--- src/hdl/rscl_pkg.sv ---
// Purpose: Constants for the reset strap configuration latch.
// Assumes: Registers are 32-bit words at byte offsets on an Avalon-MM slave.
// Notes: Pin indices place each strap in the shared pin vector.
package rscl_pkg;
	// ==========================================================
	// Strap pin indices.
	localparam int PIN_COUNT = 12;
	localparam int PIN_AUXCLK = 0;
	localparam int PIN_MGMT = 1;
	localparam int PIN_SIGA = 2;
	localparam int PIN_SIGB = 3;
	localparam int PIN_SIGC = 4;
	localparam int PIN_SIGD = 5;
	localparam int PIN_SIGE = 6;
	localparam int PIN_MACTYPE = 7;
	localparam int PIN_ADDR0 = 8;
	localparam int PIN_ADDR1 = 9;
	localparam int PIN_FREQ0 = 10;
	localparam int PIN_FREQ1 = 11;
	// ==========================================================
	// Register byte offsets.
	localparam logic [3:0] OFS_AUXCTRL = 4'h0;
	localparam logic [3:0] OFS_STRAPS = 4'h4;
	localparam logic [3:0] OFS_ADDR = 4'h8;
	localparam logic [3:0] OFS_CONFIG = 4'hc;
	// ==========================================================
	// Auxiliary clock control fields.
	localparam int AUX_EN_BIT = 0;
	localparam int AUX_FREQ_LSB = 1;
	localparam logic [1:0] FREQ_25MHZ = 2'h0;
	localparam logic [1:0] FREQ_50MHZ = 2'h1;
	localparam logic [1:0] FREQ_125MHZ = 2'h2;
	localparam logic [1:0] FREQ_RESERVED = 2'h3;
	// ==========================================================
	// Configuration word fields.
	localparam int CFG_W = 14;
	localparam int CFG_SPEED = 0;
	localparam int CFG_ANEG = 1;
	localparam int CFG_DUPLEX = 2;
	localparam int CFG_MAC_LSB = 3;
	localparam int CFG_MDIX_LSB = 5;
	localparam int CFG_RXDLY_LSB = 7;
	localparam int CFG_TXDLY_LSB = 10;
	localparam int CFG_PWRSAVE = 13;
	localparam logic [1:0] MAC_MII = 2'h0;
	localparam logic [1:0] MAC_RMII = 2'h1;
	localparam logic [1:0] MAC_RGMII = 2'h2;
	localparam logic [1:0] MDIX_AUTO = 2'h0;
	localparam logic [2:0] DLY_NONE = 3'h0;
	localparam int MGD_BIT = 5;
	// ==========================================================
	// Reset values.
	localparam logic [CFG_W-1:0] CFG_RESET = 14'h0007;
	localparam logic [2:0] AUX_RESET = 3'h0;
endpackage

--- src/hdl/rscl_strap_latch.sv ---
// Purpose: Latch strap levels at chip reset release and hold derived config.
// Assumes: Straps, chip reset and bus inputs are synchronous to mclk.
// Notes: The auxiliary clock itself comes from an outside synthesiser.
//
// Contract
// - Straps are inputs during chip reset; level held at release; the code still drives them until the first mclk edge of chip reset.
// - Aux clock strap 0 disables output, driven low; 1 enables it.
// - Software bit controls aux clock enable; strap sets its default.
// - Frequency code 00 25 MHz, 01 50 MHz, 10 125 MHz, 11 reserved.
// - Frequency default bits come from two receive-data straps.
// - Software may rewrite frequency to any non-reserved code after reset.
// - Management strap 0 selects managed mode, address from straps A..E.
// - Managed mode takes no strap configuration beyond the address; the code still takes the MAC type strap.
// - Management strap 1 selects unmanaged mode, A..E set configuration.
// - Unmanaged straps set speed, autoneg, duplex, MAC, crossover, delays; the code fixes crossover at MDIX_AUTO.
// - Unmanaged mode sets power saving enable by default.
// - A,B select both clock delays: 000, 010, 100, 110.
// - C,D select autoneg 10/100, forced 100 half, or forced 10 half.
// - Unmanaged strap E 0 selects RGMII, 1 selects RMII; the code leaves E at 0 to the MAC type strap.
// - Inconsistent strap combinations are applied without checking.
// - Unmanaged address upper bits zero, low two from address straps.
// - MAC type strap 0 selects RGMII, 1 selects MII.
// - Unmanaged with E set uses RMII whatever the MAC type strap.
// - Autoneg cleared makes speed and duplex bits decide operation.
//
// Local design decisions: the register offsets and the Avalon-MM slave port.
`timescale 1ns/1ps
module rscl_strap_latch
	import rscl_pkg::*;
(
	// Clock and reset.
	input wire logic mclk,
	input wire logic sys_rst,
	input wire logic chipResetLow,
	// Shared strap pins.
	input wire logic [PIN_COUNT-1:0] strapPinIn,
	output logic [PIN_COUNT-1:0] strapPinOut,
	output logic [PIN_COUNT-1:0] strapPinOe,
	// Functional pin data and synthesised aux clock.
	input wire logic [PIN_COUNT-1:0] pinFuncData,
	input wire logic auxClockSrc,
	// Avalon-MM slave.
	input wire logic [3:0] avs_address,
	input wire logic avs_read,
	input wire logic avs_write,
	input wire logic [31:0] avs_writedata,
	input wire logic [3:0] avs_byteenable,
	output logic [31:0] avs_readdata,
	output logic avs_waitrequest,
	// Derived configuration.
	output logic managedMode,
	output logic [4:0] phyAddr,
	output logic auxClkEnable,
	output logic [1:0] auxFreqSel,
	output logic speed100,
	output logic anegEnable,
	output logic fullDuplex,
	output logic [1:0] macIfSel,
	output logic [1:0] mdixForce,
	output logic [2:0] rxClkDelay,
	output logic [2:0] txClkDelay,
	output logic powerSaveEn
);

	// ==========================================================
	// Functions.

	// Both clock delay fields share one code built from straps A and B.
	function automatic logic [2:0] delayCode(input logic sigA, input logic sigB);
		return {sigA, sigB, 1'b0};
	endfunction

	// MAC interface choice; strap E only counts in unmanaged mode.
	// Strap E low leaves the choice to the MAC type strap, so RGMII needs it low too.
	function automatic logic [1:0] macSelect(input logic [PIN_COUNT-1:0] s);
		logic [1:0] mac;
		mac = s[PIN_MACTYPE] ? MAC_MII : MAC_RGMII;
		if (s[PIN_MGMT] && s[PIN_SIGE]) begin
			mac = MAC_RMII;
		end
		return mac;
	endfunction

	// Unmanaged defaults from straps A..E.
	function automatic logic [CFG_W-1:0] cfgUnmanaged(input logic [PIN_COUNT-1:0] s);
		logic [CFG_W-1:0] c;
		c = CFG_RESET;
		// Combinations such as RMII with C,D at 00 pass unchecked.
		c[CFG_RXDLY_LSB +: 3] = delayCode(s[PIN_SIGA], s[PIN_SIGB]);
		c[CFG_TXDLY_LSB +: 3] = delayCode(s[PIN_SIGA], s[PIN_SIGB]);
		c[CFG_ANEG] = ~s[PIN_SIGC];
		c[CFG_SPEED] = ~(s[PIN_SIGC] & s[PIN_SIGD]);
		c[CFG_DUPLEX] = ~s[PIN_SIGC];
		c[CFG_MDIX_LSB +: 2] = MDIX_AUTO;
		c[CFG_MAC_LSB +: 2] = macSelect(s);
		c[CFG_PWRSAVE] = 1'b1;
		return c;
	endfunction

	// Managed defaults ignore straps A..E; only the MAC type strap counts.
	function automatic logic [CFG_W-1:0] cfgManaged(input logic [PIN_COUNT-1:0] s);
		logic [CFG_W-1:0] c;
		c = CFG_RESET;
		c[CFG_RXDLY_LSB +: 3] = DLY_NONE;
		c[CFG_TXDLY_LSB +: 3] = DLY_NONE;
		c[CFG_MDIX_LSB +: 2] = MDIX_AUTO;
		c[CFG_MAC_LSB +: 2] = macSelect(s);
		c[CFG_PWRSAVE] = 1'b0;
		return c;
	endfunction

	// Configuration defaults from the strap levels.
	function automatic logic [CFG_W-1:0] cfgDefault(input logic [PIN_COUNT-1:0] s);
		logic [CFG_W-1:0] c;
		if (s[PIN_MGMT]) begin
			c = cfgUnmanaged(s);
		end else begin
			c = cfgManaged(s);
		end
		return c;
	endfunction

	// PHY address from the straps of the selected mode.
	function automatic logic [4:0] addrDefault(input logic [PIN_COUNT-1:0] s);
		logic [4:0] a;
		if (s[PIN_MGMT]) begin
			a = {3'h0, s[PIN_ADDR1], s[PIN_ADDR0]};
		end else begin
			a = {s[PIN_SIGE], s[PIN_SIGD], s[PIN_SIGC], s[PIN_SIGB], s[PIN_SIGA]};
		end
		return a;
	endfunction

	// Frequency default from the two frequency straps.
	function automatic logic [1:0] freqDefault(input logic [PIN_COUNT-1:0] s);
		return {s[PIN_FREQ1], s[PIN_FREQ0]};
	endfunction

	// Only codes that name a real frequency may be written by software.
	function automatic logic freqAllowed(input logic [1:0] code);
		return code != FREQ_RESERVED;
	endfunction

	// Address decode for one register.
	function automatic logic hit(input logic [3:0] a, input logic [3:0] ofs);
		return a == ofs;
	endfunction

	// Byte-enable merge of a write into an old word.
	function automatic logic [31:0] merge(input logic [31:0] old, input logic [31:0] wd,
		input logic [3:0] be);
		logic [31:0] r;
		r = old;
		for (int i = 0; i < 4; i++) begin
			if (be[i]) begin
				r[i*8 +: 8] = wd[i*8 +: 8];
			end
		end
		return r;
	endfunction

	// ==========================================================
	// State.
	logic inReset;
	logic waitReq_reg;
	logic [31:0] readData_reg;
	logic wrFire;
	logic [PIN_COUNT-1:0] strapLatch_reg;
	logic [PIN_COUNT-1:0] pinOut_reg;
	logic [PIN_COUNT-1:0] pinOe_reg;
	logic [4:0] phyAddr_reg;
	logic managed_reg;
	logic [CFG_W-1:0] cfg_reg;
	logic [CFG_W-1:0] cfg_next;
	logic [2:0] aux_reg;
	logic [31:0] auxWord;
	logic [31:0] cfgWord;
	logic [31:0] rdMux;
	logic [31:0] cfgMerged;
	logic [31:0] strapWord;
	logic [31:0] addrWord;

	assign inReset = ~chipResetLow;
	assign wrFire = avs_write & ~waitReq_reg;

	// ==========================================================
	// Strap capture.

	// Sampled every cycle of chip reset, so the held value is the release level.
	// The pin enable lags chip reset by one cycle, so a one-cycle reset latches driven data.
	always_ff @(posedge mclk) begin
		if (sys_rst) begin
			strapLatch_reg <= '0;
		end else if (inReset) begin
			strapLatch_reg <= strapPinIn;
		end
	end

	always_ff @(posedge mclk) begin
		if (sys_rst) begin
			managed_reg <= 1'b0;
		end else if (inReset) begin
			managed_reg <= ~strapPinIn[PIN_MGMT];
		end
	end

	always_ff @(posedge mclk) begin
		if (sys_rst) begin
			phyAddr_reg <= '0;
		end else if (inReset) begin
			phyAddr_reg <= addrDefault(strapPinIn);
		end
	end

	// ==========================================================
	// Pin drive.

	// Pins go undriven one cycle into chip reset, so from then on only the pulls are seen.
	always_ff @(posedge mclk) begin
		if (sys_rst || inReset) begin
			pinOe_reg <= '0;
		end else begin
			pinOe_reg <= '1;
		end
	end

	always_ff @(posedge mclk) begin
		if (sys_rst || inReset) begin
			pinOut_reg <= '0;
		end else begin
			pinOut_reg <= pinFuncData;
			pinOut_reg[PIN_AUXCLK] <= aux_reg[AUX_EN_BIT] & auxClockSrc;
		end
	end

	// ==========================================================
	// Auxiliary clock control.

	always_ff @(posedge mclk) begin
		if (sys_rst) begin
			aux_reg <= AUX_RESET;
		end else if (inReset) begin
			aux_reg[AUX_EN_BIT] <= strapPinIn[PIN_AUXCLK];
			aux_reg[AUX_FREQ_LSB +: 2] <= freqDefault(strapPinIn);
		end else if (wrFire && hit(avs_address, OFS_AUXCTRL) && avs_byteenable[0]) begin
			aux_reg[AUX_EN_BIT] <= avs_writedata[AUX_EN_BIT];
			// The reserved code is refused on writes; a reserved strap default still reaches the synthesiser.
			if (freqAllowed(avs_writedata[AUX_FREQ_LSB +: 2])) begin
				aux_reg[AUX_FREQ_LSB +: 2] <= avs_writedata[AUX_FREQ_LSB +: 2];
			end
		end
	end

	// ==========================================================
	// Configuration word.

	assign cfgMerged = merge(cfgWord, avs_writedata, avs_byteenable);

	always_comb begin
		cfg_next = cfgMerged[CFG_W-1:0];
	end

	always_ff @(posedge mclk) begin
		if (sys_rst) begin
			cfg_reg <= CFG_RESET;
		end else if (inReset) begin
			cfg_reg <= cfgDefault(strapPinIn);
		end else if (wrFire && hit(avs_address, OFS_CONFIG)) begin
			cfg_reg <= cfg_next;
		end
	end

	// ==========================================================
	// Avalon-MM slave.

	assign auxWord = {29'h0, aux_reg};
	assign cfgWord = {{(32 - CFG_W){1'b0}}, cfg_reg};
	assign strapWord = {{(32 - PIN_COUNT){1'b0}}, strapLatch_reg};
	assign addrWord = {26'h0, managed_reg, phyAddr_reg};

	always_comb begin
		rdMux = 32'h0;
		case (avs_address)
			OFS_AUXCTRL: rdMux = auxWord;
			OFS_STRAPS: rdMux = strapWord;
			OFS_ADDR: rdMux = addrWord;
			OFS_CONFIG: rdMux = cfgWord;
			default: rdMux = 32'h0;
		endcase
	end

	// One wait cycle per access; the answer stands at the edge it is released.
	always_ff @(posedge mclk) begin
		if (sys_rst) begin
			waitReq_reg <= 1'b1;
		end else if ((avs_read || avs_write) && waitReq_reg) begin
			waitReq_reg <= 1'b0;
		end else begin
			waitReq_reg <= 1'b1;
		end
	end

	always_ff @(posedge mclk) begin
		if (sys_rst) begin
			readData_reg <= 32'h0;
		end else if (avs_read && waitReq_reg) begin
			readData_reg <= rdMux;
		end
	end

	// ==========================================================
	// Outputs.

	assign avs_waitrequest = waitReq_reg;
	assign avs_readdata = readData_reg;
	assign strapPinOut = pinOut_reg;
	assign strapPinOe = pinOe_reg;
	assign managedMode = managed_reg;
	assign phyAddr = phyAddr_reg;
	assign auxClkEnable = aux_reg[AUX_EN_BIT];
	assign auxFreqSel = aux_reg[AUX_FREQ_LSB +: 2];
	assign speed100 = cfg_reg[CFG_SPEED];
	assign anegEnable = cfg_reg[CFG_ANEG];
	assign fullDuplex = cfg_reg[CFG_DUPLEX];
	assign macIfSel = cfg_reg[CFG_MAC_LSB +: 2];
	assign mdixForce = cfg_reg[CFG_MDIX_LSB +: 2];
	assign rxClkDelay = cfg_reg[CFG_RXDLY_LSB +: 3];
	assign txClkDelay = cfg_reg[CFG_TXDLY_LSB +: 3];
	assign powerSaveEn = cfg_reg[CFG_PWRSAVE];

endmodule // rscl_strap_latch

--- config.mk ---
export PLATFORM = sky130hd
export DESIGN_NAME = rscl_strap_latch
export DESIGN_NICKNAME = d
export VERILOG_FILES = /design/src/hdl/rscl_pkg.sv /design/src/hdl/rscl_strap_latch.sv
export SDC_FILE = /design/constraint.sdc
export NUM_CORES = 1
export LEC_CHECK = 0
export BUFFER_PORTS_ARGS = -buffer_cell sky130_fd_sc_hd__buf_4
export CORE_MARGIN = 2
export CORE_UTILIZATION = 44
export DETAILED_ROUTE_END_ITERATION = 7
export PLACE_DENSITY = 0.79
export SYNTH_ARGS = -nofsm -noshare
export SYNTH_HDL_FRONTEND = slang
export SYNTH_SLANG_ARGS = --single-unit
--- constraint.sdc ---
create_clock -name mclk -period 1.8 [get_ports mclk]
set_input_delay 0.54 -clock mclk [delete_from_list [all_inputs] [get_ports mclk]]
set_output_delay 0.54 -clock mclk [all_outputs]
set_load 0.01 [all_outputs]
==> impl_metrics.json <==
{
  "power.switching_mw": 0.790,
  "fillerInstances": 518,
  "root_buffer": "clkbuf_8",
  "layout_setup_ws_ns": 0.205,
  "antenna_found_initial": 0,
  "num_vias": 2375,
  "cp_cell_sequence": "buf_4",
  "p_seq_frac": 0.492,
  "drive_gt1_frac": 0.374,
  "numCtsBuffers": 9,
  "die_h_um": 82.6,
  "avgSynthCellArea_um2": 9.78,
  "numPortBuffers": 110,
  "crit_arrival_ns": 1.05,
  "startpoint_type": "flop",
  "clockBufferDepth": 2,
  "synthArstFlopShare": 0,
  "fmax_ghz": 0.627,
  "rrSetupSlack_ns": 0.34,
  "p_clk_frac": 0.367,
  "drt_pass1_iterations": 4,
  "r2r-start": "avs_waitrequest",
  "r2r_cells": 4,
  "die_w_um": 82.6,
  "syn-cell-area_um2": 2720,
  "overflow": 0,
  "grt_first_pass_wirelength_um": 10300,
  "clkLatencyLatePin_ns": 0.34,
  "final_area_um2": 3690,
  "path_max_fanout": 12,
  "drv_slew": 0,
  "critical_path_depth": 1,
  "p_leak_nw": 1.83,
  "layout_min_cycle_time_ns": 1.59,
  "coreArea_um2": 5960,
  "cp_num_buf_inv": 1,
  "critPathRequiredTime_ns": 1.26,
  "grt_usage": 0.205,
  "final_util": 0.620,
  "cpMaxStageDelayCell": "dfxtp_1",
  "drt_first_iter_violations": 161,
  "clock-sinks": 63,
  "internal-power_mw": 2.24,
  "place_congestion": 0.825,
  "num_antenna_cells": 0,
  "worst_hold_path.endpoint": "cfg_reg[6]",
  "htreeDepth": 3,
  "synth_cells": 278,
  "dp_slack_ns": -0.0132,
  "postCtsSetupBuffers": 0,
  "cts_resized": 0,
  "criticalPathCategory": "reg -> out",
  "drcViolationCount": 0,
  "grt_max_degree": 23,
  "critPathTopFamily": "flip-flops",
  "hp-class": "in -> reg",
  "rsz0062_at_grt": "no",
  "switching_share": 0.261,
  "setup_viol": 0,
  "via_per_inst": 5.11,
  "wl_per_cell_um": 15.3,
  "syn_to_final_growth_pct": 35.9,
  "placed_area_um2": 3510,
  "synthFlopType": "dfxtp_1",
  "rows": 28,
  "drv.max_cap_violation_count": 0,
  "seq_area_frac_synth": 0.464,
  "hp-start": "avs_writedata[6]",
  "pin_count": 150,
  "fin_cells": 465,
  "post-dp-hpwl_um": 5300,
  "ctsHoldBuffers": 0,
  "cts_tree": "built",
  "p_total_mw": 3.03,
  "final_nets": 455,
  "finClkSkew_ns": 0.00532,
  "ys_ff_latch": 63,
  "postRouteAntennaNets": 0,
  "max_stage_delay_ns": 0.52,
  "critPathCaptureType": "output pin",
  "combPwrFrac": 0.141,
  "p_per_area_nw_per_um2": 821,
  "hold_depth": 3,
  "routed_wl_um": 7090,
  "synth_edf_count": 0,
  "status": "finished, final reports clean",
  "r2r_end": "avs_readdata[6]",
  "hold_viol_final": 0,
  "fin_setup_tns_ns": 0,
  "whs_ns": 0.429,
  "path_clk_slew_ns": 0.07,
  "grt_pass1_vias": 2085,
  "yosysWarningCount": 0,
  "start_util": 0.456,
  "fin_crit_sh": 0.886,
  "dieArea_um2": 6820,
  "synth_cell_types": 31,
  "ir_drop_uv": 397,
  "dp_cells": 449
}
[cell usage after synthesis, drive strengths merged, types with 4 or more instances]
cell,n,share of area
o21ai,11,0.020
a22oi,4,0.011
and3,12,0.028
dfxtp,63,0.46
nand2,22,0.030
nor3b,4,0.011
mux2i,36,0.13
buf,38,0.10
nor2,27,0.037
a21oi,20,0.037
clkbuf,8,0.011
[routing by layer]
layer / wire [um] / GRT usage
met1: 2940 / 0.263
met2: 3390 / 0.325
met3: 596 / 0.0424
met4: 173 / 0.108
met5: 0 / 0
[power groups by stage]
| stage | clock [mW] | sequential [mW] | combinational, mW |
|---|---|---|---|
| 2_1_floorplan | 0 | 1.53 | 0.231 |
| 3_3_place_gp | 0 | 1.52 | 0.416 |
| 3_5_place_dp | 0 | 1.52 | 0.427 |
| 4_1_cts | 1.13 | 1.49 | 0.428 |
| 5_1_grt | 1.20 | 1.50 | 0.465 |
| 6_report | 1.11 | 1.49 | 0.429 |
[how the worst max path moves through the flow]
stage | start | to | slack (ns)
2_1_floorplan | avs_address[3] | cfg_reg[13] | 0.13
3_3_place_gp | avs_address[0] | cfg_reg[9] | 0.006
3_5_place_dp | avs_address[0] | cfg_reg[12] | -0.01
4_1_cts | strapPinOe[10] | strapPinOe[0] | 0.17
5_1_grt | avs_waitrequest | avs_readdata[6] | 0.11
6_report | strapPinOe[10] | strapPinOe[0] | 0.21
[placed cells by master (no fill, tap or decap)]
cell,n
a211oi_1,2
a211oi_2,1
a21oi_1,20
a22o_1,3
a22oi_1,4
and3_1,12
and4b_1,3
and4bb_4,1
buf_4,125
clkbuf_8,11
clkinv_2,2
clkinvlp_4,3
conb_1,18
dfxtp_1,63
inv_1,3
mux2_2,3
mux2i_1,36
mux4_1,3
nand2_1,22
nand4_1,2
nand4b_1,2
nor2_1,27
nor2b_1,1
nor3_1,2
nor3b_1,4
nor4_1,2
o211ai_1,1
o21ai_0,11
o31ai_1,2
or4_1,1
[cell type report]
cell class | count | area, um^2 | area share
clock buffer | 11 | 151 | 0.0410
tap | 75 | 93.8 | 0.0254
inverter | 3 | 11.3 | 0.00305
sequential | 63 | 1260 | 0.342
clock inverter | 5 | 32.5 | 0.00881
multi-input combinational | 183 | 1200 | 0.326
timing repair buffer | 125 | 938 | 0.254
[kinds of logic after synthesis]
logic type             Yosys count  synth area share
DFF                             63             0.464
AOI/OAI and AO/OA               44            0.0962
muxes                           42             0.174
and+or+nand+nor                 79             0.148
buffers and inverters           49             0.116
other                            1           0.00138
No activity file was read; power rests on OpenSTA's default activity.
